**src/gpio_pkg.sv**
```systemverilog
// Constants and carrier types for the LCD-shared port block
package gpio_pkg;
  // ==========================================================
  // Register indices (byte address is four times the index)
  localparam logic [9:0] SIX_DATA_IDX    = 10'h007;
  localparam logic [9:0] MIXED_DATA_IDX  = 10'h008;
  localparam logic [9:0] IN_ONE_DATA_IDX = 10'h009;
  localparam logic [9:0] SIX_DIR_IDX     = 10'h087;
  localparam logic [9:0] MIXED_DIR_IDX   = 10'h088;
  localparam logic [9:0] IN_ONE_DIR_IDX  = 10'h089;
  localparam logic [9:0] LCD_SE_IDX      = 10'h10d;
  localparam logic [9:0] IN_TWO_DATA_IDX = 10'h107;
  localparam logic [9:0] IN_TWO_DIR_IDX  = 10'h187;
  // ==========================================================
  // Reset values
  localparam logic [5:0] SIX_DATA_POR  = 6'h00;
  localparam logic [5:0] SIX_DIR_RST   = 6'h3f;
  localparam logic [7:0] MIXED_DATA_RST = 8'h00;
  localparam logic [7:0] DIR_RST       = 8'hff;
  localparam logic [7:0] LCD_SE_RST    = 8'hff;
  // ==========================================================
  // Group select bit feeding each pin, three bits per pin, pin 0 lowest
  localparam logic [23:0] MIXED_GRP_MAP  = {3'h7, 3'h7, 3'h7, 3'h0, 3'h0, 3'h0, 3'h0, 3'h0};
  localparam logic [23:0] IN_ONE_GRP_MAP = {3'h6, 3'h2, 3'h2, 3'h2, 3'h1, 3'h1, 3'h1, 3'h1};
  localparam logic [23:0] IN_TWO_GRP_MAP = {3'h4, 3'h4, 3'h4, 3'h4, 3'h3, 3'h3, 3'h3, 3'h3};
  localparam int MIXED_GPIO_PINS = 5;
  // ==========================================================
  // Peripheral control and peripheral input carriers
  typedef struct packed {
    logic timer_osc_en;
    logic ccp_capture_en;
    logic ccp_out_en;
    logic ccp_out;
    logic ssp_en;
    logic ssp_i2c;
    logic sck_drive;
    logic sck_out;
    logic sda_drive_low;
    logic serial_data_out_pin;
  } periph_ctrl_type;
  typedef struct packed {
    logic timer_ext_clock_in;
    logic timer_osc_in;
    logic capture_in;
    logic sck_in;
    logic serial_data_in_pin;
  } periph_in_type;
endpackage

```
**src/lcd_port_io.sv**
```systemverilog
// Four ports: six-pin, plus the LCD-shared mixed and two input-only ports
`timescale 1ns/1ps
// Notes on behaviour
// Six-pin data and direction bits 7 and 6 always read zero
// Power-on: six-pin direction all ones; other resets keep six-pin data
// Six-pin pins 0 and 1 serve the timer oscillator and clock
// Six-pin pin 2 is capture input, compare or PWM output
// Six-pin pin 3 carries serial clock when serial port enabled
// Pin 4 is SPI data in or I2C bidirectional data
// Pin 5 is serial data out when selected
// Mixed port is eight bits; lower five pins are I/O or segments
// Mixed direction drives only pins 0 to 4; pins 5 to 7 inputs
// Mixed pins 5 to 7 are inputs, segments or commons
// Segment-enable resets to all ones; shared pins start as LCD
// Software clears segment-enable bits before digital use
// Set segment-enable bit overrides direction bits of its pins
// Mixed data resets to zero, direction to ones, every reset
// First input port: eight inputs, no drive, LCD shared
// First input pins 0-6 segments 5-11, pin 7 segment 27
// Second input port: eight inputs selected by segment-enable
// Second input pins 0 to 7 map to segments 12 to 19
// Port read returns pin levels; write loads only output latch
// Each segment-enable bit except bit 5 selects a fixed contiguous pin group; bit 5 selects no pins
// Enabled peripheral overrides direction of its shared pins
module lcd_port_io (
  input  wire logic                      pclk,
  input  wire logic                      presetn,
  input  wire logic                      other_reset_n,
  input  wire logic                      psel,
  input  wire logic                      penable,
  input  wire logic                      pwrite,
  input  wire logic [11:0]               paddr,
  input  wire logic [31:0]               pwdata,
  output logic      [31:0]               prdata,
  output logic                           pready,
  output logic                           pslverr,
  input  wire logic [5:0]                six_pin_in,
  output logic      [5:0]                six_pin_out,
  output logic      [5:0]                six_pin_oe,
  input  wire logic [7:0]                mixed_pin_in,
  output logic      [7:0]                mixed_pin_out,
  output logic      [7:0]                mixed_pin_oe,
  input  wire logic [7:0]                input_one_pin_in,
  input  wire logic [7:0]                input_two_pin_in,
  input  wire gpio_pkg::periph_ctrl_type periph_ctrl,
  output gpio_pkg::periph_in_type        periph_in,
  output logic      [7:0]                mixed_lcd_sel,
  output logic      [7:0]                input_one_lcd_sel,
  output logic      [7:0]                input_two_lcd_sel
);
  // ==========================================================
  // State
  logic [5:0]  six_data_reg;
  logic [5:0]  six_dir_reg;
  logic [7:0]  mixed_data_reg;
  logic [7:0]  mixed_dir_reg;
  logic [7:0]  in_one_dir_reg;
  logic [7:0]  in_two_dir_reg;
  logic [7:0]  lcd_se_reg;
  logic [29:0] sync1_reg;
  logic [29:0] sync2_reg;
  logic [31:0] prdata_reg;
  logic        pslverr_reg;
  logic [5:0]  six_out_reg;
  logic [5:0]  six_oe_reg;
  logic [7:0]  mixed_out_reg;
  logic [7:0]  mixed_oe_reg;
  logic [7:0]  mixed_sel_reg;
  logic [7:0]  in_one_sel_reg;
  logic [7:0]  in_two_sel_reg;
  logic [4:0]  periph_in_reg;
  // ==========================================================
  // Pin synchronisers
  wire  [29:0] pin_raw = {input_two_pin_in, input_one_pin_in, mixed_pin_in, six_pin_in};
  wire  [5:0]  six_lvl = sync2_reg[5:0];
  wire  [7:0]  mixed_lvl = sync2_reg[13:6];
  wire  [7:0]  in_one_lvl = sync2_reg[21:14];
  wire  [7:0]  in_two_lvl = sync2_reg[29:22];
  always_ff @(posedge pclk or negedge presetn) begin
    if (!presetn) begin
      sync1_reg <= '0;
      sync2_reg <= '0;
    end else begin
      sync1_reg <= pin_raw;
      sync2_reg <= sync1_reg;
    end
  end
  // ==========================================================
  // APB decode
  wire [9:0] idx = paddr[11:2];
  wire       aligned = (paddr[1:0] == 2'h0);
  wire hit_six_data = aligned && (idx == gpio_pkg::SIX_DATA_IDX);
  wire hit_mixed_data = aligned && (idx == gpio_pkg::MIXED_DATA_IDX);
  wire hit_in_one_data = aligned && (idx == gpio_pkg::IN_ONE_DATA_IDX);
  wire hit_in_two_data = aligned && (idx == gpio_pkg::IN_TWO_DATA_IDX);
  wire hit_six_dir = aligned && (idx == gpio_pkg::SIX_DIR_IDX);
  wire hit_mixed_dir = aligned && (idx == gpio_pkg::MIXED_DIR_IDX);
  wire hit_in_one_dir = aligned && (idx == gpio_pkg::IN_ONE_DIR_IDX);
  wire hit_in_two_dir = aligned && (idx == gpio_pkg::IN_TWO_DIR_IDX);
  wire hit_lcd_se = aligned && (idx == gpio_pkg::LCD_SE_IDX);
  wire hit_any = hit_six_data || hit_mixed_data || hit_in_one_data || hit_in_two_data
               || hit_six_dir || hit_mixed_dir || hit_in_one_dir || hit_in_two_dir
               || hit_lcd_se;
  wire setup_ph = psel && !penable;
  wire wr_en = psel && penable && pwrite;
  // Read mux: data registers show pin levels, upper bits zero
  logic [31:0] rd_next;
  always_comb begin
    rd_next = '0;
    if (hit_six_data) begin
      rd_next[5:0] = six_lvl;
    end else if (hit_mixed_data) begin
      rd_next[7:0] = mixed_lvl;
    end else if (hit_in_one_data) begin
      rd_next[7:0] = in_one_lvl;
    end else if (hit_in_two_data) begin
      rd_next[7:0] = in_two_lvl;
    end else if (hit_six_dir) begin
      rd_next[5:0] = six_dir_reg;
    end else if (hit_mixed_dir) begin
      rd_next[7:0] = mixed_dir_reg;
    end else if (hit_in_one_dir) begin
      rd_next[7:0] = in_one_dir_reg;
    end else if (hit_in_two_dir) begin
      rd_next[7:0] = in_two_dir_reg;
    end else if (hit_lcd_se) begin
      rd_next[7:0] = lcd_se_reg;
    end
  end
  always_ff @(posedge pclk or negedge presetn) begin
    if (!presetn) begin
      prdata_reg  <= '0;
      pslverr_reg <= 1'b0;
    end else if (setup_ph) begin
      prdata_reg  <= pwrite ? 32'h0000_0000 : rd_next;
      pslverr_reg <= !hit_any;
    end
  end
  assign prdata = prdata_reg;
  assign pready = 1'b1;
  assign pslverr = pslverr_reg && psel && penable;
  // ==========================================================
  // Registers
  always_ff @(posedge pclk or negedge presetn) begin
    if (!presetn) begin
      six_data_reg   <= gpio_pkg::SIX_DATA_POR;
      six_dir_reg    <= gpio_pkg::SIX_DIR_RST;
      mixed_data_reg <= gpio_pkg::MIXED_DATA_RST;
      mixed_dir_reg  <= gpio_pkg::DIR_RST;
      in_one_dir_reg <= gpio_pkg::DIR_RST;
      in_two_dir_reg <= gpio_pkg::DIR_RST;
      lcd_se_reg     <= gpio_pkg::LCD_SE_RST;
    end else if (!other_reset_n) begin
      six_dir_reg    <= gpio_pkg::SIX_DIR_RST;
      mixed_data_reg <= gpio_pkg::MIXED_DATA_RST;
      mixed_dir_reg  <= gpio_pkg::DIR_RST;
      in_one_dir_reg <= gpio_pkg::DIR_RST;
      in_two_dir_reg <= gpio_pkg::DIR_RST;
      lcd_se_reg     <= gpio_pkg::LCD_SE_RST;
    end else if (wr_en) begin
      if (hit_six_data) begin
        six_data_reg <= pwdata[5:0];
      end
      if (hit_mixed_data) begin
        mixed_data_reg <= pwdata[7:0];
      end
      if (hit_six_dir) begin
        six_dir_reg <= pwdata[5:0];
      end
      if (hit_mixed_dir) begin
        mixed_dir_reg <= pwdata[7:0];
      end
      if (hit_in_one_dir) begin
        in_one_dir_reg <= pwdata[7:0];
      end
      if (hit_in_two_dir) begin
        in_two_dir_reg <= pwdata[7:0];
      end
      if (hit_lcd_se) begin
        lcd_se_reg <= pwdata[7:0];
      end
    end
  end
  // ==========================================================
  // LCD group selects, one per pin
  logic [7:0] mixed_sel_next;
  logic [7:0] in_one_sel_next;
  logic [7:0] in_two_sel_next;
  for (genvar i = 0; i < 8; i++) begin : g_grp
    assign mixed_sel_next[i] = lcd_se_reg[gpio_pkg::MIXED_GRP_MAP[3*i +: 3]];
    assign in_one_sel_next[i] = lcd_se_reg[gpio_pkg::IN_ONE_GRP_MAP[3*i +: 3]];
    assign in_two_sel_next[i] = lcd_se_reg[gpio_pkg::IN_TWO_GRP_MAP[3*i +: 3]];
  end
  // ==========================================================
  // Mixed port drive
  logic [7:0] mixed_oe_next;
  for (genvar j = 0; j < 8; j++) begin : g_mix
    if (j < gpio_pkg::MIXED_GPIO_PINS) begin : g_io
      assign mixed_oe_next[j] = !mixed_dir_reg[j] && !mixed_sel_next[j];
    end else begin : g_in
      assign mixed_oe_next[j] = 1'b0;
    end
  end
  // ==========================================================
  // Six-pin port drive with peripheral overrides
  wire spi_on = periph_ctrl.ssp_en && !periph_ctrl.ssp_i2c;
  wire i2c_on = periph_ctrl.ssp_en && periph_ctrl.ssp_i2c;
  logic [5:0] six_oe_next;
  logic [5:0] six_out_next;
  assign six_oe_next[0] = periph_ctrl.timer_osc_en ? 1'b0 : !six_dir_reg[0];
  assign six_oe_next[1] = periph_ctrl.timer_osc_en ? 1'b0 : !six_dir_reg[1];
  assign six_oe_next[2] = periph_ctrl.ccp_out_en ? 1'b1
                        : periph_ctrl.ccp_capture_en ? 1'b0 : !six_dir_reg[2];
  assign six_oe_next[3] = periph_ctrl.ssp_en ? periph_ctrl.sck_drive : !six_dir_reg[3];
  assign six_oe_next[4] = spi_on ? 1'b0
                        : i2c_on ? periph_ctrl.sda_drive_low : !six_dir_reg[4];
  assign six_oe_next[5] = spi_on ? 1'b1 : !six_dir_reg[5];
  assign six_out_next[1:0] = six_data_reg[1:0];
  assign six_out_next[2] = periph_ctrl.ccp_out_en ? periph_ctrl.ccp_out : six_data_reg[2];
  assign six_out_next[3] = periph_ctrl.ssp_en ? periph_ctrl.sck_out : six_data_reg[3];
  assign six_out_next[4] = i2c_on ? 1'b0 : six_data_reg[4];
  assign six_out_next[5] = spi_on ? periph_ctrl.serial_data_out_pin : six_data_reg[5];
  // ==========================================================
  // Registered pin outputs and peripheral inputs
  always_ff @(posedge pclk or negedge presetn) begin
    if (!presetn) begin
      six_out_reg    <= '0;
      six_oe_reg     <= '0;
      mixed_out_reg  <= '0;
      mixed_oe_reg   <= '0;
      mixed_sel_reg  <= gpio_pkg::LCD_SE_RST;
      in_one_sel_reg <= gpio_pkg::LCD_SE_RST;
      in_two_sel_reg <= gpio_pkg::LCD_SE_RST;
      periph_in_reg  <= '0;
    end else begin
      six_out_reg    <= six_out_next;
      six_oe_reg     <= six_oe_next;
      mixed_out_reg  <= mixed_data_reg;
      mixed_oe_reg   <= mixed_oe_next;
      mixed_sel_reg  <= mixed_sel_next;
      in_one_sel_reg <= in_one_sel_next;
      in_two_sel_reg <= in_two_sel_next;
      periph_in_reg  <= {six_lvl[0], six_lvl[1], six_lvl[2], six_lvl[3], six_lvl[4]};
    end
  end
  assign six_pin_out = six_out_reg;
  assign six_pin_oe = six_oe_reg;
  assign mixed_pin_out = mixed_out_reg;
  assign mixed_pin_oe = mixed_oe_reg;
  assign mixed_lcd_sel = mixed_sel_reg;
  assign input_one_lcd_sel = in_one_sel_reg;
  assign input_two_lcd_sel = in_two_sel_reg;
  assign periph_in = gpio_pkg::periph_in_type'(periph_in_reg);
endmodule

```
**config.mk**
```make
export PLATFORM = sky130hd
export DESIGN_NAME = lcd_port_io
export DESIGN_NICKNAME = d
export VERILOG_FILES = /design/src/gpio_pkg.sv /design/src/lcd_port_io.sv
export SDC_FILE = /design/constraint.sdc
export NUM_CORES = 1
export LEC_CHECK = 0
export BUFFER_PORTS_ARGS = -buffer_cell sky130_fd_sc_hd__buf_2
export CAP_MARGIN = 15
export CELL_PAD_IN_SITES_DETAIL_PLACEMENT = 1
export CELL_PAD_IN_SITES_GLOBAL_PLACEMENT = 1
export CORE_MARGIN = 5
export CORE_UTILIZATION = 41
export DETAILED_ROUTE_END_ITERATION = 10
export MAX_ROUTING_LAYER = met4
export PLACE_DENSITY_LB_ADDON = 0.05
export SLEW_MARGIN = 20
export SYNTH_ARGS = -nofsm -noshare
export SYNTH_HDL_FRONTEND = slang
export SYNTH_SLANG_ARGS = --single-unit
```
**constraint.sdc**
```tcl
create_clock -name pclk -period 2.4 [get_ports pclk]
set_clock_uncertainty 0.2 [all_clocks]
set_input_delay 0.36 -clock pclk [delete_from_list [all_inputs] [get_ports pclk]]
set_output_delay 0.36 -clock pclk [all_outputs]
set_load 0.02 [all_outputs]
```
==> summary.md <==
| Metric | Value |
|---|---|
| Result of the run | complete, no violations |
| Cell with the biggest individual delay on the critical path | a2111oi_0 |
| Chip width | 135 um |
| RSZ-0062 raised after global routing | no |
| Post-synth top flop | dfrtp_1 |
| Largest vdd supply drop | 0.000453 V |
| Number of enable-type register cells in the synthesized netlist | 0 |
| Share of cells above drive strength 1 | 39.7% |
| Die area | 0.0181 mm^2 |
| Number of max-slew violations in the final report | 0 |
| Clock buffer count from CTS | 17 |
| Power per unit of standard cell area | 693 mW/mm^2 |
| Routability cong. | 0.827 |
| Timing-limited maximum frequency | 430 MHz |
| Via count normalized by instance count | 5.00 |
| Hold WC Path Type | in -> reg |
| Initial antenna violation count | 0 |
| CTS tree | built |
| Max Fanout on Critical Path | 3 |
| Post-layout power | 5.79 mW |
| Final-report hold violation count | 0 |
| Type of the setup path with the least slack | reg -> reg |
| Crit path required time | 2510 ps |
| Total detailed-routing wirelength | 16.6 mm |
| Minimum setup slack among reg-to-reg paths | 80 ps |
| Aggregate global routing overflow | 0 |
| Total of endpoints with negative setup slack in the final report | 0 |
| Residual DRC | 0 |
| Count of cells along the worst hold path | 3 |
| Distinct cell type count of the synthesized netlist | 55 |
| Count of input and output buffers | 128 |
| Crit Reg-Reg Endpoint | prdata[5]$_DFFE_PN0P_ |
| Avg Inst Size Synth | 12.5 um^2 |
| Synthesized instance count | 509 |
| IO Count | 181 |
| Vertical die dimension | 135 um |
| Number of global-route vias before repair | 4,724 |
| Post-synthesis cell area | 0.00637 mm^2 |
| Slowest cell delay on critical path | 540 ps |
| Sequential cell area fraction in the yosys report | 62.9% |
| Buffer depth of the longest clock path | 2 |
| Worst-case headroom to the max-slew limit | 58.6% |
| Final clock period utilization by the worst path | 96.8% |
| Worst slew pin tran | 617 ps |
| Clock Latency Late Sink | 430 ps |
| Fraction of registers with async set/reset | 100% |
| Startpoint types | flop |
| Effective utilization at floorplan | 41.9% |
| Area fraction of the dominant cell type after synthesis | 44.4% |
| First-pass detailed-route iteration total | 4 |
| Arrival @ worst endpoint | 2430 ps |
| Vias after detailed routing | 4,549 |
| Setup Buffers After CTS | 0 |
| Worst min-delay path endpoint | in_two_dir_reg[2]$_DFFE_PN1P_ |
| Critical path capture point type | flop |
| Layout overhead on the synthesized area | 31.0% |
| Clock Tree Root | clkbuf_16 |
| Final worst setup slack | 76.6 ps |
| Pin count of the biggest net entering global routing | 56 |
| Cell types with the largest area share after synthesis | dfrtp_1, dfstp_2, buf_4 |
| Clock transition at the register clock pins on the worst setup and hold paths after CTS | 60 ps |
| Number of warnings printed during yosys synthesis | 0 |
| Post-route ant nets | 0 |
| FF+latch count, synth | 158 |
| Net total in the final layout | 798 |
| Final worst path period need | 2320 ps |
| Depth of the worst register-to-register path | 6 |
| Estimated wirelength of the detail-placed design | 11.5 mm |
| Number of clock sinks | 158 |
| Static leakage | 3.94 nW |
| Most frequent cells in the layout | buf_2, dfrtp_1, nand2_1 |
| Ordered cell list for the critical path | or3b_2, a2111oi_0, buf_4, nor3_1, a211oi_1, o21ai_0 |
| Average wire per cell in the routed design | 18.3 um |
| First-pass GRT wire length | 26.2 mm |
| Number of diodes added for antenna fixing | 0 |
| TNS Setup | 0 ps |
| Utilization of the core after routing | 54.9% |
| Std cell rows | 45 |
| Most common cell after layout, fill and taps aside | buf_2 |
| Source of the worst hold timing path | pwdata[2] |
| Core area | 0.0152 mm^2 |
| Initial DRC count | 210 |
| Max-Cap Viols | 0 |
| Setup WS pre-CTS | -164 ps |
| Global router's overall resource usage | 19.5% |
| Dominant cell type by area after synthesis | dfrtp_1 |
| Final hold slack | 69.5 ps |
| CTS H-Tree Depth | 4 |
| Reg-to-reg startpoint | six_dir_reg[5]$_DFFE_PN1P_ |
==> critical path: cells and delay by family (launching register included) <==
kind	cells	cell delay, ps
AO/OA/AOI/OAI	3	930
flip-flops	1	390
AND/OR/NAND/NOR	2	470
buffers and inverters	1	210
==> synthesized netlist by cell type (8+ instances only) <==
master and instances:
buf_4 48, dfstp_2 45, mux2_2 16, a21oi_1 12, nand2_1 60, dfrtp_1 113
nor3_1 8, clkbuf_1 14, mux2i_1 31, nor2b_1 10, nand3_1 24, o21ai_0 19
nor2_1 13
==> logic make-up after synthesis <==
logic type | after synthesis | synth area share, %
muxes | 47 | 7.70
AOI/OAI and AO/OA | 79 | 8.68
other | 2 | 0.118
DFF | 158 | 62.9
xor gates and xnor gates | 1 | 0.137
buffers and inverters | 69 | 7.17
and+or+nand+nor | 153 | 13.3
==> worst max-delay path by stage <==
stage | start | to | slack (ps)
detailed placement | paddr[10] | prdata[2]$_DFFE_PN0P_ | -160
floorplan | paddr[7] | prdata[6]$_DFFE_PN0P_ | 30
finish | six_dir_reg[5]$_DFFE_PN1P_ | prdata[5]$_DFFE_PN0P_ | 80
CTS | six_dir_reg[5]$_DFFE_PN1P_ | prdata[5]$_DFFE_PN0P_ | 30
global route | six_dir_reg[5]$_DFFE_PN1P_ | prdata[5]$_DFFE_PN0P_ | 1
global placement | paddr[10] | lcd_se_reg[4]$_DFFE_PN1P_ | -60
==> stage by stage <==
| stage | cell area (um^2) | cells |
|---|---|---|
| finish | 8350 | 909 |
| CTS | 8350 | 909 |
| floorplan | 6470 | 535 |
| detailed placement | 7290 | 830 |
| global route | 8350 | 909 |
| global placement | 7290 | 830 |
==> power breakdown <==
group | internal, mW | switching [mW] | total [mW]
logic | 0.150 | 0.233 | 0.383
registers | 2.73 | 0.0198 | 2.75
clock network | 1.49 | 1.16 | 2.66
==> metal layers <==
metal | global-route usage [%] | share of wire [%] | up-vias
li1 | - | - | 2123
met1 | 24.9 | 44 | 2260
met2 | 31.0 | 49 | 140
met3 | 3.76 | 4.7 | 26
met4 | 7.41 | 2.3 | 0
met5 | - | 0 | -
==> layout make-up <==
class                   count  area, um^2
inverters                   2        7.51
multi-input cells         308        2010
clock buffers              18         439
clock inverters            14         145
repair buffers            221        1500
flip-flops and latches    158        4010
fillers                  1586        6850
well taps                 188         235
==> what timing repair did <==
item | 4_1_cts | 5_1_grt
resized for setup | 0 | 2
endpoints found under the setup margin | 0 | 2
hold buffers | 47 | 0
hold endpoints to repair | 67 | 0
Power figures use the tool's default switching activity.
